File: config.mk
export PLATFORM = sky130hd
export DESIGN_NAME = fsx_issue_ctrl
export DESIGN_NICKNAME = d
export VERILOG_FILES = /design/src/logic/fsx_pkg.sv /design/src/logic/fsx_divider.sv /design/src/logic/fsx_issue_ctrl.sv
export VERILOG_INCLUDE_DIRS = /design/src /design/src/logic
export SDC_FILE = /design/constraint.sdc
export NUM_CORES = 1
export LEC_CHECK = 0
export ABC_AREA = 1
export BUFFER_PORTS_ARGS = -buffer_cell sky130_fd_sc_hd__buf_2
export CAP_MARGIN = 40
export CORE_ASPECT_RATIO = 1.4
export CORE_UTILIZATION = 60
export DETAILED_ROUTE_END_ITERATION = 16
export GPL_TIMING_DRIVEN = 0
export PLACE_DENSITY_LB_ADDON = 0.25
export RECOVER_POWER = 50
export SYNTH_ARGS = -nofsm -noshare
export SYNTH_HDL_FRONTEND = slang
export SYNTH_SLANG_ARGS = --single-unit
File: constraint.sdc
create_clock -name clock -period 3.7 [get_ports clock]
set_clock_uncertainty 0.05 [all_clocks]
set_input_delay 0 -clock clock [delete_from_list [all_inputs] [get_ports clock]]
set_output_delay 0 -clock clock [all_outputs]
set_load 0.03 [all_outputs]
File: src/logic/fsx_defs.svh
// Purpose: timing constants of the vector, float and multiply execution cluster
// Assumes: one core clock at 20 MHz; all latencies, intervals and penalties are whole clock cycles
// Notes: latencies and issue intervals per operation class
`ifndef FSX_DEFS_SVH
`define FSX_DEFS_SVH

`define FSX_CLK_MHZ 20
`define FSX_NREG 32
`define FSX_LAT_VALU 1
`define FSX_IVL_VALU 1
`define FSX_NUM_VALU 2
`define FSX_LAT_VMUL128 5
`define FSX_IVL_VMUL128 2
`define FSX_LAT_VMUL64 4
`define FSX_IVL_VMUL64 1
`define FSX_LAT_FADD 5
`define FSX_IVL_FADD 1
`define FSX_LAT_FADD_PD 6
`define FSX_IVL_FADD_PD 5
`define FSX_LAT_FMUL_SS 4
`define FSX_IVL_FMUL_SS 1
`define FSX_LAT_FMUL 5
`define FSX_IVL_FMUL 2
`define FSX_LAT_FMUL_PD 9
`define FSX_IVL_FMUL_PD 9
`define FSX_LAT_IMUL32 5
`define FSX_LAT_IMUL16 6
`define FSX_IVL_IMUL 1
`define FSX_LAT_LOAD 1
`define FSX_FP_WB_EXTRA 2
`define FSX_SPLIT_PENALTY 14
`define FSX_SPLIT_BYTES 16
`define FSX_DIV_BITS_S 24
`define FSX_DIV_BITS_D 53
`define FSX_DIV_BITS_X 64

`endif

File: src/logic/fsx_pkg.sv
// Purpose: types and timing lookups of the execution cluster
// Assumes: fsx_defs.svh holds every figure
// Notes: lookups are shared by the issue control and its checks
`include "fsx_defs.svh"
package fsx_pkg;

  typedef enum logic [4:0] {
    FSX_VALU128, FSX_VALU64, FSX_VMUL128, FSX_VMUL64,
    FSX_FADD_X87, FSX_FADD_SC, FSX_FADD_PS, FSX_FADD_PD,
    FSX_FMUL_X87, FSX_FMUL_SS, FSX_FMUL_SD, FSX_FMUL_PS, FSX_FMUL_PD,
    FSX_IMUL32, FSX_IMUL16, FSX_FDIV_S, FSX_FDIV_D, FSX_FDIV_X,
    FSX_LOAD, FSX_INT_ALU
  } fsx_cls_t;

  typedef enum logic [2:0] {
    FSX_U_VALU, FSX_U_VMUL, FSX_U_FADD, FSX_U_FMUL, FSX_U_IMUL, FSX_U_DIV, FSX_U_NONE
  } fsx_unit_t;

  typedef enum logic [1:0] {
    FSX_CAT_PS, FSX_CAT_SS, FSX_CAT_PD, FSX_CAT_SD
  } fsx_cat_t;

  typedef struct packed {
    fsx_cls_t cls;
    logic thread;
    logic [4:0] dest;
    logic [4:0] src_a;
    logic [4:0] src_b;
    logic split_load;
    logic [6:0] quot_bits;
  } fsx_issue_t;

  typedef struct packed {
    logic valid;
    fsx_cat_t cat;
  } fsx_retire_t;

  typedef struct packed {
    logic retired_vector_op_count_event;
    fsx_cat_t retired_cat;
    logic divide_op_event;
    logic divider_busy_cycle_event;
    logic memory_op_replay_event;
  } fsx_events_t;

  function automatic logic [4:0] fsx_lat(input fsx_cls_t c);
    case (c)
      FSX_VALU128, FSX_VALU64, FSX_INT_ALU: fsx_lat = 5'(`FSX_LAT_VALU);
      FSX_VMUL128: fsx_lat = 5'(`FSX_LAT_VMUL128);
      FSX_VMUL64: fsx_lat = 5'(`FSX_LAT_VMUL64);
      FSX_FADD_X87, FSX_FADD_SC, FSX_FADD_PS: fsx_lat = 5'(`FSX_LAT_FADD);
      FSX_FADD_PD: fsx_lat = 5'(`FSX_LAT_FADD_PD);
      FSX_FMUL_SS: fsx_lat = 5'(`FSX_LAT_FMUL_SS);
      FSX_FMUL_X87, FSX_FMUL_SD, FSX_FMUL_PS: fsx_lat = 5'(`FSX_LAT_FMUL);
      FSX_FMUL_PD: fsx_lat = 5'(`FSX_LAT_FMUL_PD);
      FSX_IMUL32: fsx_lat = 5'(`FSX_LAT_IMUL32);
      FSX_IMUL16: fsx_lat = 5'(`FSX_LAT_IMUL16);
      FSX_LOAD: fsx_lat = 5'(`FSX_LAT_LOAD);
      default: fsx_lat = 5'h01;
    endcase
  endfunction : fsx_lat

  function automatic logic [3:0] fsx_ivl(input fsx_cls_t c);
    case (c)
      FSX_VMUL128: fsx_ivl = 4'(`FSX_IVL_VMUL128);
      FSX_VMUL64: fsx_ivl = 4'(`FSX_IVL_VMUL64);
      FSX_FADD_PD: fsx_ivl = 4'(`FSX_IVL_FADD_PD);
      FSX_FADD_X87, FSX_FADD_SC, FSX_FADD_PS: fsx_ivl = 4'(`FSX_IVL_FADD);
      FSX_FMUL_SS: fsx_ivl = 4'(`FSX_IVL_FMUL_SS);
      FSX_FMUL_X87, FSX_FMUL_SD, FSX_FMUL_PS: fsx_ivl = 4'(`FSX_IVL_FMUL);
      FSX_FMUL_PD: fsx_ivl = 4'(`FSX_IVL_FMUL_PD);
      FSX_IMUL32, FSX_IMUL16: fsx_ivl = 4'(`FSX_IVL_IMUL);
      default: fsx_ivl = 4'(`FSX_IVL_VALU);
    endcase
  endfunction : fsx_ivl

  function automatic fsx_unit_t fsx_unit(input fsx_cls_t c);
    case (c)
      FSX_VALU128, FSX_VALU64: fsx_unit = FSX_U_VALU;
      FSX_VMUL128, FSX_VMUL64: fsx_unit = FSX_U_VMUL;
      FSX_FADD_X87, FSX_FADD_SC, FSX_FADD_PS, FSX_FADD_PD: fsx_unit = FSX_U_FADD;
      FSX_FMUL_X87, FSX_FMUL_SS, FSX_FMUL_SD, FSX_FMUL_PS, FSX_FMUL_PD: fsx_unit = FSX_U_FMUL;
      FSX_IMUL32, FSX_IMUL16: fsx_unit = FSX_U_IMUL;
      FSX_FDIV_S, FSX_FDIV_D, FSX_FDIV_X: fsx_unit = FSX_U_DIV;
      default: fsx_unit = FSX_U_NONE;
    endcase
  endfunction : fsx_unit

  function automatic logic fsx_is_fp(input fsx_cls_t c);
    fsx_is_fp = (fsx_unit(c) == FSX_U_FADD) || (fsx_unit(c) == FSX_U_FMUL) || (fsx_unit(c) == FSX_U_DIV);
  endfunction : fsx_is_fp

endpackage : fsx_pkg

File: src/logic/fsx_divider.sv
// Purpose: shared radix-2 divide sequencer for both threads
// Assumes: one divide accepted only while idle; request and ready are same-clock logic
// Notes: one quotient bit per cycle, so latency follows operand significance and size
`timescale 1ns/1ps
module fsx_divider (
  input wire logic clock,
  input wire logic nrst,
  input wire logic ce,
  input wire logic req,
  input wire logic req_thread,
  input wire logic [4:0] req_dest,
  input wire fsx_pkg::fsx_cls_t req_cls,
  input wire logic [6:0] req_bits,
  output logic busy,
  output logic owner,
  output logic done,
  output logic [4:0] done_dest
);
  import fsx_pkg::*;

  typedef enum logic {FSX_DV_IDLE, FSX_DV_RUN} fsx_dv_state_t;

  fsx_dv_state_t state_reg;
  logic [6:0] iter_reg;
  logic [6:0] max_bits;
  logic [6:0] start_bits;

  always_comb begin
    case (req_cls)
      FSX_FDIV_S: max_bits = 7'(`FSX_DIV_BITS_S);
      FSX_FDIV_D: max_bits = 7'(`FSX_DIV_BITS_D);
      default: max_bits = 7'(`FSX_DIV_BITS_X);
    endcase
    // value-dependent early finish, never past the size limit
    if (req_bits == 7'h00) begin
      start_bits = 7'h01;
    end else if (req_bits > max_bits) begin
      start_bits = max_bits;
    end else begin
      start_bits = req_bits;
    end
  end

  assign busy = (state_reg == FSX_DV_RUN);

  always_ff @(posedge clock or negedge nrst) begin
    if (!nrst) begin
      state_reg <= FSX_DV_IDLE;
      iter_reg <= 7'h00;
      owner <= 1'b0;
      done_dest <= 5'h00;
    end else if (ce) begin
      case (state_reg)
        FSX_DV_IDLE: begin
          if (req) begin
            state_reg <= FSX_DV_RUN;
            iter_reg <= start_bits;
            owner <= req_thread;
            done_dest <= req_dest;
          end
        end
        FSX_DV_RUN: begin
          iter_reg <= iter_reg - 7'h01;
          if (iter_reg == 7'h01) begin
            state_reg <= FSX_DV_IDLE;
          end
        end
        default: state_reg <= FSX_DV_IDLE;
      endcase
    end
  end

  assign done = busy && (iter_reg == 7'h01) && ce;

  div_hold_a: assert property (@(posedge clock) disable iff (!nrst)
    (busy && iter_reg > 7'h01 && ce) |=> (busy && owner == $past(owner)))
    else $error("divider released or changed owner early");

endmodule : fsx_divider

File: src/logic/fsx_issue_ctrl.sv
// Purpose: issue gating and scoreboard of the vector, float and multiply cluster
// Assumes: one instruction offered per cycle by the in-order issue stage, same clock
// Notes: scoreboard counts remaining cycles until a consumer may issue
`timescale 1ns/1ps
module fsx_issue_ctrl (
  input wire logic clock,
  input wire logic nrst,
  input wire logic ce,
  input wire logic issue_valid,
  input wire fsx_pkg::fsx_issue_t issue_req,
  input wire logic mem_hazard,
  input wire fsx_pkg::fsx_retire_t retire_in,
  output logic issue_ready,
  output fsx_pkg::fsx_unit_t issue_unit,
  output logic issue_alu_sel,
  output logic [`FSX_NREG-1:0] reg_busy,
  output logic div_done,
  output logic [4:0] div_done_dest,
  output fsx_pkg::fsx_events_t events
);
  import fsx_pkg::*;

  localparam int NUNIT = 5;

  logic [4:0] sb_reg [`FSX_NREG];
  logic [`FSX_NREG-1:0] div_hold_reg;
  logic [3:0] unit_cnt_reg [NUNIT];
  logic alu_sel_reg;
  logic fire;
  logic src_busy;
  logic unit_busy;
  logic short_op;
  logic div_busy;
  logic div_owner;
  logic [4:0] lat_next;
  fsx_unit_t req_unit;

  ////////////////////////////////////////////////////////////////////////////
  // issue decision

  always_comb begin
    for (int i = 0; i < `FSX_NREG; i++) begin
      reg_busy[i] = (sb_reg[i] != 5'h00) || div_hold_reg[i];
    end
  end

  assign req_unit = fsx_unit(issue_req.cls);
  // the destination is checked as well so an older long write cannot land late
  assign src_busy = reg_busy[issue_req.src_a] || reg_busy[issue_req.src_b] || reg_busy[issue_req.dest];
  assign short_op = (fsx_lat(issue_req.cls) == 5'h01) && (req_unit != FSX_U_DIV);

  always_comb begin
    case (req_unit)
      FSX_U_NONE: unit_busy = 1'b0;
      FSX_U_DIV: unit_busy = div_busy;
      default: unit_busy = (unit_cnt_reg[req_unit] != 4'h0);
    endcase
  end

  assign issue_ready = !src_busy && !unit_busy && !(mem_hazard && short_op);
  assign fire = issue_valid && issue_ready && ce;
  assign issue_unit = req_unit;
  assign issue_alu_sel = alu_sel_reg;

  // readiness counts from one cycle after issue, FP producers add writeback slip
  always_comb begin
    lat_next = fsx_lat(issue_req.cls) - 5'h01;
    if (fsx_is_fp(issue_req.cls)) begin
      lat_next = lat_next + 5'(`FSX_FP_WB_EXTRA);
    end
    if (issue_req.cls == FSX_LOAD && issue_req.split_load) begin
      lat_next = lat_next + 5'(`FSX_SPLIT_PENALTY);
    end
  end

  ////////////////////////////////////////////////////////////////////////////
  // register scoreboard

  always_ff @(posedge clock or negedge nrst) begin
    if (!nrst) begin
      for (int i = 0; i < `FSX_NREG; i++) begin
        sb_reg[i] <= 5'h00;
      end
    end else if (ce) begin
      for (int i = 0; i < `FSX_NREG; i++) begin
        if (fire && issue_req.dest == 5'(i) && req_unit != FSX_U_DIV) begin
          sb_reg[i] <= lat_next;
        end else if (sb_reg[i] != 5'h00) begin
          sb_reg[i] <= sb_reg[i] - 5'h01;
        end
      end
    end
  end

  // divide results have no fixed latency; the destination waits for completion
  always_ff @(posedge clock or negedge nrst) begin
    if (!nrst) begin
      div_hold_reg <= '0;
    end else if (ce) begin
      for (int i = 0; i < `FSX_NREG; i++) begin
        if (fire && req_unit == FSX_U_DIV && issue_req.dest == 5'(i)) begin
          div_hold_reg[i] <= 1'b1;
        end else if (div_done && div_done_dest == 5'(i)) begin
          div_hold_reg[i] <= 1'b0;
        end
      end
    end
  end

  ////////////////////////////////////////////////////////////////////////////
  // unit occupancy

  always_ff @(posedge clock or negedge nrst) begin
    if (!nrst) begin
      for (int u = 0; u < NUNIT; u++) begin
        unit_cnt_reg[u] <= 4'h0;
      end
    end else if (ce) begin
      for (int u = 0; u < NUNIT; u++) begin
        if (fire && req_unit == fsx_unit_t'(u)) begin
          unit_cnt_reg[u] <= fsx_ivl(issue_req.cls) - 4'h1;
        end else if (unit_cnt_reg[u] != 4'h0) begin
          unit_cnt_reg[u] <= unit_cnt_reg[u] - 4'h1;
        end
      end
    end
  end

  // two vector ALUs share the slot; alternate so each sees every other op
  always_ff @(posedge clock or negedge nrst) begin
    if (!nrst) begin
      alu_sel_reg <= 1'b0;
    end else if (ce && fire && req_unit == FSX_U_VALU) begin
      alu_sel_reg <= !alu_sel_reg;
    end
  end

  ////////////////////////////////////////////////////////////////////////////
  // shared divider

  fsx_divider u_div (
    .clock(clock),
    .nrst(nrst),
    .ce(ce),
    .req(fire && req_unit == FSX_U_DIV),
    .req_thread(issue_req.thread),
    .req_dest(issue_req.dest),
    .req_cls(issue_req.cls),
    .req_bits(issue_req.quot_bits),
    .busy(div_busy),
    .owner(div_owner),
    .done(div_done),
    .done_dest(div_done_dest)
  );

  ////////////////////////////////////////////////////////////////////////////
  // performance events

  always_ff @(posedge clock or negedge nrst) begin
    if (!nrst) begin
      events <= '0;
    end else if (ce) begin
      events.retired_vector_op_count_event <= retire_in.valid;
      events.retired_cat <= retire_in.cat;
      events.divide_op_event <= fire && req_unit == FSX_U_DIV;
      events.divider_busy_cycle_event <= div_busy;
      events.memory_op_replay_event <= issue_valid && mem_hazard && short_op;
    end
  end

  ////////////////////////////////////////////////////////////////////////////
  // checks

  valu_free_a: assert property (@(posedge clock) disable iff (!nrst)
    unit_cnt_reg[FSX_U_VALU] == 4'h0)
    else $error("vector alu not free every cycle");

  vmul_wide_a: assert property (@(posedge clock) disable iff (!nrst)
    (fire && issue_req.cls == FSX_VMUL128) |=> (unit_cnt_reg[FSX_U_VMUL] == 4'h1))
    else $error("wide vector multiply interval wrong");

  faddpd_hold_a: assert property (@(posedge clock) disable iff (!nrst)
    (fire && issue_req.cls == FSX_FADD_PD) |=> (unit_cnt_reg[FSX_U_FADD] == 4'h4))
    else $error("packed double add interval wrong");

  fmulpd_hold_a: assert property (@(posedge clock) disable iff (!nrst)
    (fire && issue_req.cls == FSX_FMUL_PD && ce) |=> (!ce || unit_cnt_reg[FSX_U_FMUL] == 4'h8) ##1
    (!ce || unit_cnt_reg[FSX_U_FMUL] != 4'h0))
    else $error("packed double multiply released early");

  imul_short_a: assert property (@(posedge clock) disable iff (!nrst)
    (fire && issue_req.cls == FSX_IMUL16) |=> (sb_reg[$past(issue_req.dest)] == 5'h05))
    else $error("16-bit multiply latency wrong");

  fp_slip_a: assert property (@(posedge clock) disable iff (!nrst)
    (fire && issue_req.cls == FSX_FADD_SC) |=> (sb_reg[$past(issue_req.dest)] == 5'h06))
    else $error("fp writeback slip missing");

  split_load_a: assert property (@(posedge clock) disable iff (!nrst)
    (fire && issue_req.cls == FSX_LOAD && issue_req.split_load) |=> (sb_reg[$past(issue_req.dest)] == 5'h0E))
    else $error("split load penalty wrong");

  hazard_block_a: assert property (@(posedge clock) disable iff (!nrst)
    (mem_hazard && short_op) |-> !issue_ready)
    else $error("short op issued under memory hazard");

  div_share_a: assert property (@(posedge clock) disable iff (!nrst)
    (div_busy && req_unit == FSX_U_DIV) |-> !issue_ready)
    else $error("second divide entered busy divider");

  div_owner_a: assert property (@(posedge clock) disable iff (!nrst)
    (fire && req_unit == FSX_U_DIV) |=> (div_owner == $past(issue_req.thread)))
    else $error("divider owner is not the issuing thread");

  div_event_a: assert property (@(posedge clock) disable iff (!nrst)
    (ce && div_busy) |=> events.divider_busy_cycle_event)
    else $error("divider busy cycle not counted");

  dep_stall_a: assert property (@(posedge clock) disable iff (!nrst)
    (reg_busy[issue_req.src_a] || reg_busy[issue_req.src_b]) |-> !issue_ready)
    else $error("dependent op issued early");

endmodule : fsx_issue_ctrl

==> results.toml <==
[outcome]
status = "complete, but fails checks"
violations = "max-capacitance violations, max-slew violations"

[timing]
max-slew-margin-rel_pct = -63.9
finalSetupViolCount = 0
finalHoldViolCount = 0
whs_ps = 83.4
worst_pin_slew_ps = 2460
period_needed_ps = 3490
rsz0062_at_grt = "false"
timing.final.crit_share_pct = 94.2
max_freq_ghz = 0.287
slew_viol_final = 142

[logic_synthesis]
netlist_area_um2 = 18400
synth_top_cell_by_area = "dfrtp_1"
synth.top_cells.by_count = "922 x nand2_1, 248 x inv_1, 232 x dfrtp_1, 218 x o21ai_1, 193 x nand4_1"
yosysMostFrequentCell = "nand2_1"
netlist.area_leader.share_pct = 31.5
ys_warn_count = 0
synthTopCellsByArea = "dfrtp_1 31%, nand2_1 19%, nand4_1 6.5%"
synth_edf_count = 0
ys_types = 45
async_reset_ff_share_pct = 100
syn_inst = 2627
ys_seq_area_share_pct = 31.5
synth-seq-cells = 232
synth_compound_area_share_pct = 8.22
ys_dominant_reg_cell = "dfrtp_1"
muxShareOfSynthArea_pct = 0
synthAdderAreaFrac_pct = 6.38
synthSimpleGateAreaFrac_pct = 41.0
synth.avg_cell_area_um2 = 7.02
synthXorXnorAreaFrac_pct = 5.17
syn_nets = 2758
synth_top_family_by_area = "simple AND/OR/NAND/NOR gates"

[cts]
clock_tree.htree_level_count = 1
clock_sinks = 232
cts_setup_buffers = 0
cts_tree = "yes"
worstSkewPairLatency_ps = 560
cts_root_buf = "clkbuf_16"
cts.clk_slew.worst_paths_ps = 60
clockBufferDepth = 3
numCtsBuffers = 27

[placement]
numPortBuffers = 78
place_area_um2 = 19400
gp_congestion = 1.07
place_inst = 3093
place_hpwl_um = 43800

[power]
ir_drop_mv = 0.530
p_per_area_nw_per_um2 = 762
finalPower_uw = 15600
p_leak_uw = 0.0103

[routing]
wl_um = 59500
drc = 0
post_drt_wl_per_cell_um = 18.8
viasPerCell = 5.94
dr.pass1.iters = 6
initialDrtViolationCount = 1580
vias = 18813
detail-route-antenna-nets = 0

[final_layout]
fillers = 2619
fin_area_um2 = 20500
final_net_count = 2889
area_growth_syn_to_layout_pct = 11.1
largest_reg_flops = 160
instances_no_fill = 3165
drive_gt1_share_pct = 10.1

[critical_path]
start_kind = "flop"
crit_fanout = 10
worstPathArrival_ps = 3870
cp-end-kind = "flop"
critPathRequiredTime_ps = 4080
crit_type = "reg2reg"

[grt]
grt_pass1_wl_um = 94200
grt_use_total_pct = 38.2
grt-ovfl-total = 0
antenna_found_initial = 2
grt_max_degree = 94
grt_pass1_vias = 18134

[floorplan]
initial_core_util_pct = 61.2
dieWidth_um = 150
coreArea_um2 = 30100
io-pin-count = 86
die_h_um = 209
dieArea_um2 = 31500
rows = 75

[worst_hold_path]
hp-class = "in2reg"

[job]
max_cap_viol_count = 2
[critical path: stages, from the launching register on]
cell and delay (ps):
dfrtp_1 400, inv_1 100, ha_1 160, inv_1 60
nor2_1 190, nand3_1 240, nand2_1 120, nand2_1 50
nor2_1 100, nand3b_1 100, o21bai_2 270, nand4_1 190
nor2_4 300, buf_2 350, buf_2 350, nand4_1 140
nand2_1 110, o21ai_1 70
[cell usage in the layout, fill, tap and decap left out, types with 20 or more instances in the layout]
| master | count |
|---|---|
| clkbuf_16 | 27 |
| o21ai_0 | 50 |
| nor4_1 | 28 |
| dlygate4sd3_1 | 20 |
| buf_2 | 85 |
| xnor2_1 | 67 |
| nand4_1 | 193 |
| nand3_1 | 82 |
| o21ai_1 | 218 |
| nand4_4 | 30 |
| clkbuf_1 | 69 |
| ha_1 | 94 |
| nor3_1 | 46 |
| nand2_4 | 31 |
| nor2_1 | 154 |
| nand2_2 | 39 |
| nand2_1 | 921 |
| xor2_1 | 41 |
| inv_1 | 248 |
| dfrtp_1 | 232 |
[power breakdown]
group          total (uW)  switching [uW]  internal, uW
combinational        8100            4970          3130
sequential           4700            1130          3580
clock                2820            1140          1680
total               15600            7240          8380
[through the flow]
step | setup TNS (ps) | utilization (%) | setup slack (ps)
detailed placement | -70300 | 64.4 | -951
global route | 0 | 68.0 | 9.90
global placement | -444480 | 64.1 | -1700
CTS | 0 | 68.2 | 5.63
finish | 0 | 68.0 | 213
floorplan | 0 | - | 664
[metal layers]
layer / share of wire (%) / track usage, % / vias to the layer above
li1: - / - / 8918
met1: 38 / 46.1 / 8791
met2: 48 / 64.3 / 882
met3: 7.6 / 6.07 / 222
met4: 5.8 / 21.5 / 0
met5: 0 / 0 / -
[worst paths after layout]
check                      slack (ps)           from               to  depth (start not counted)
max                               210    sb_reg[140]      sb_reg[119]                         17
min in group asynchronous        1320           nrst       sb_reg[92]                          4
max in group asynchronous         790           nrst        sb_reg[6]                          4
max reg2reg                       210    sb_reg[140]      sb_reg[119]                         17
min reg2reg                       430      events[3]        events[3]                          2
min                                80  issue_req[27]  unit_cnt_reg[7]                          7
[what timing repair did]
item                       in CTS  in global routing
resized for setup               3                 13
hold endpoints to repair      161                  0
hold buffers                   21                  0
setup endpoints to repair      69                207
[cell type report]
class,count,area (um2),area share [%]
multi-input cells,2046,11200,54.8
flip-flops and latches,232,5810,28.3
inverters,256,961,4.69
clock buffers,37,743,3.63
repair buffers,102,617,3.01
plain buffers,93,487,2.38
well taps,385,482,2.35
clock inverters,12,164,0.800
diodes,2,5.00,0.0244
[cell families after synthesis]
kind of cell | after synthesis
simple gates | 1551
buf+inv | 349
compound gates | 292
flops | 232
xor+xnor | 109
fa+ha+maj | 94
No activity file was read; power rests on OpenSTA's default activity.
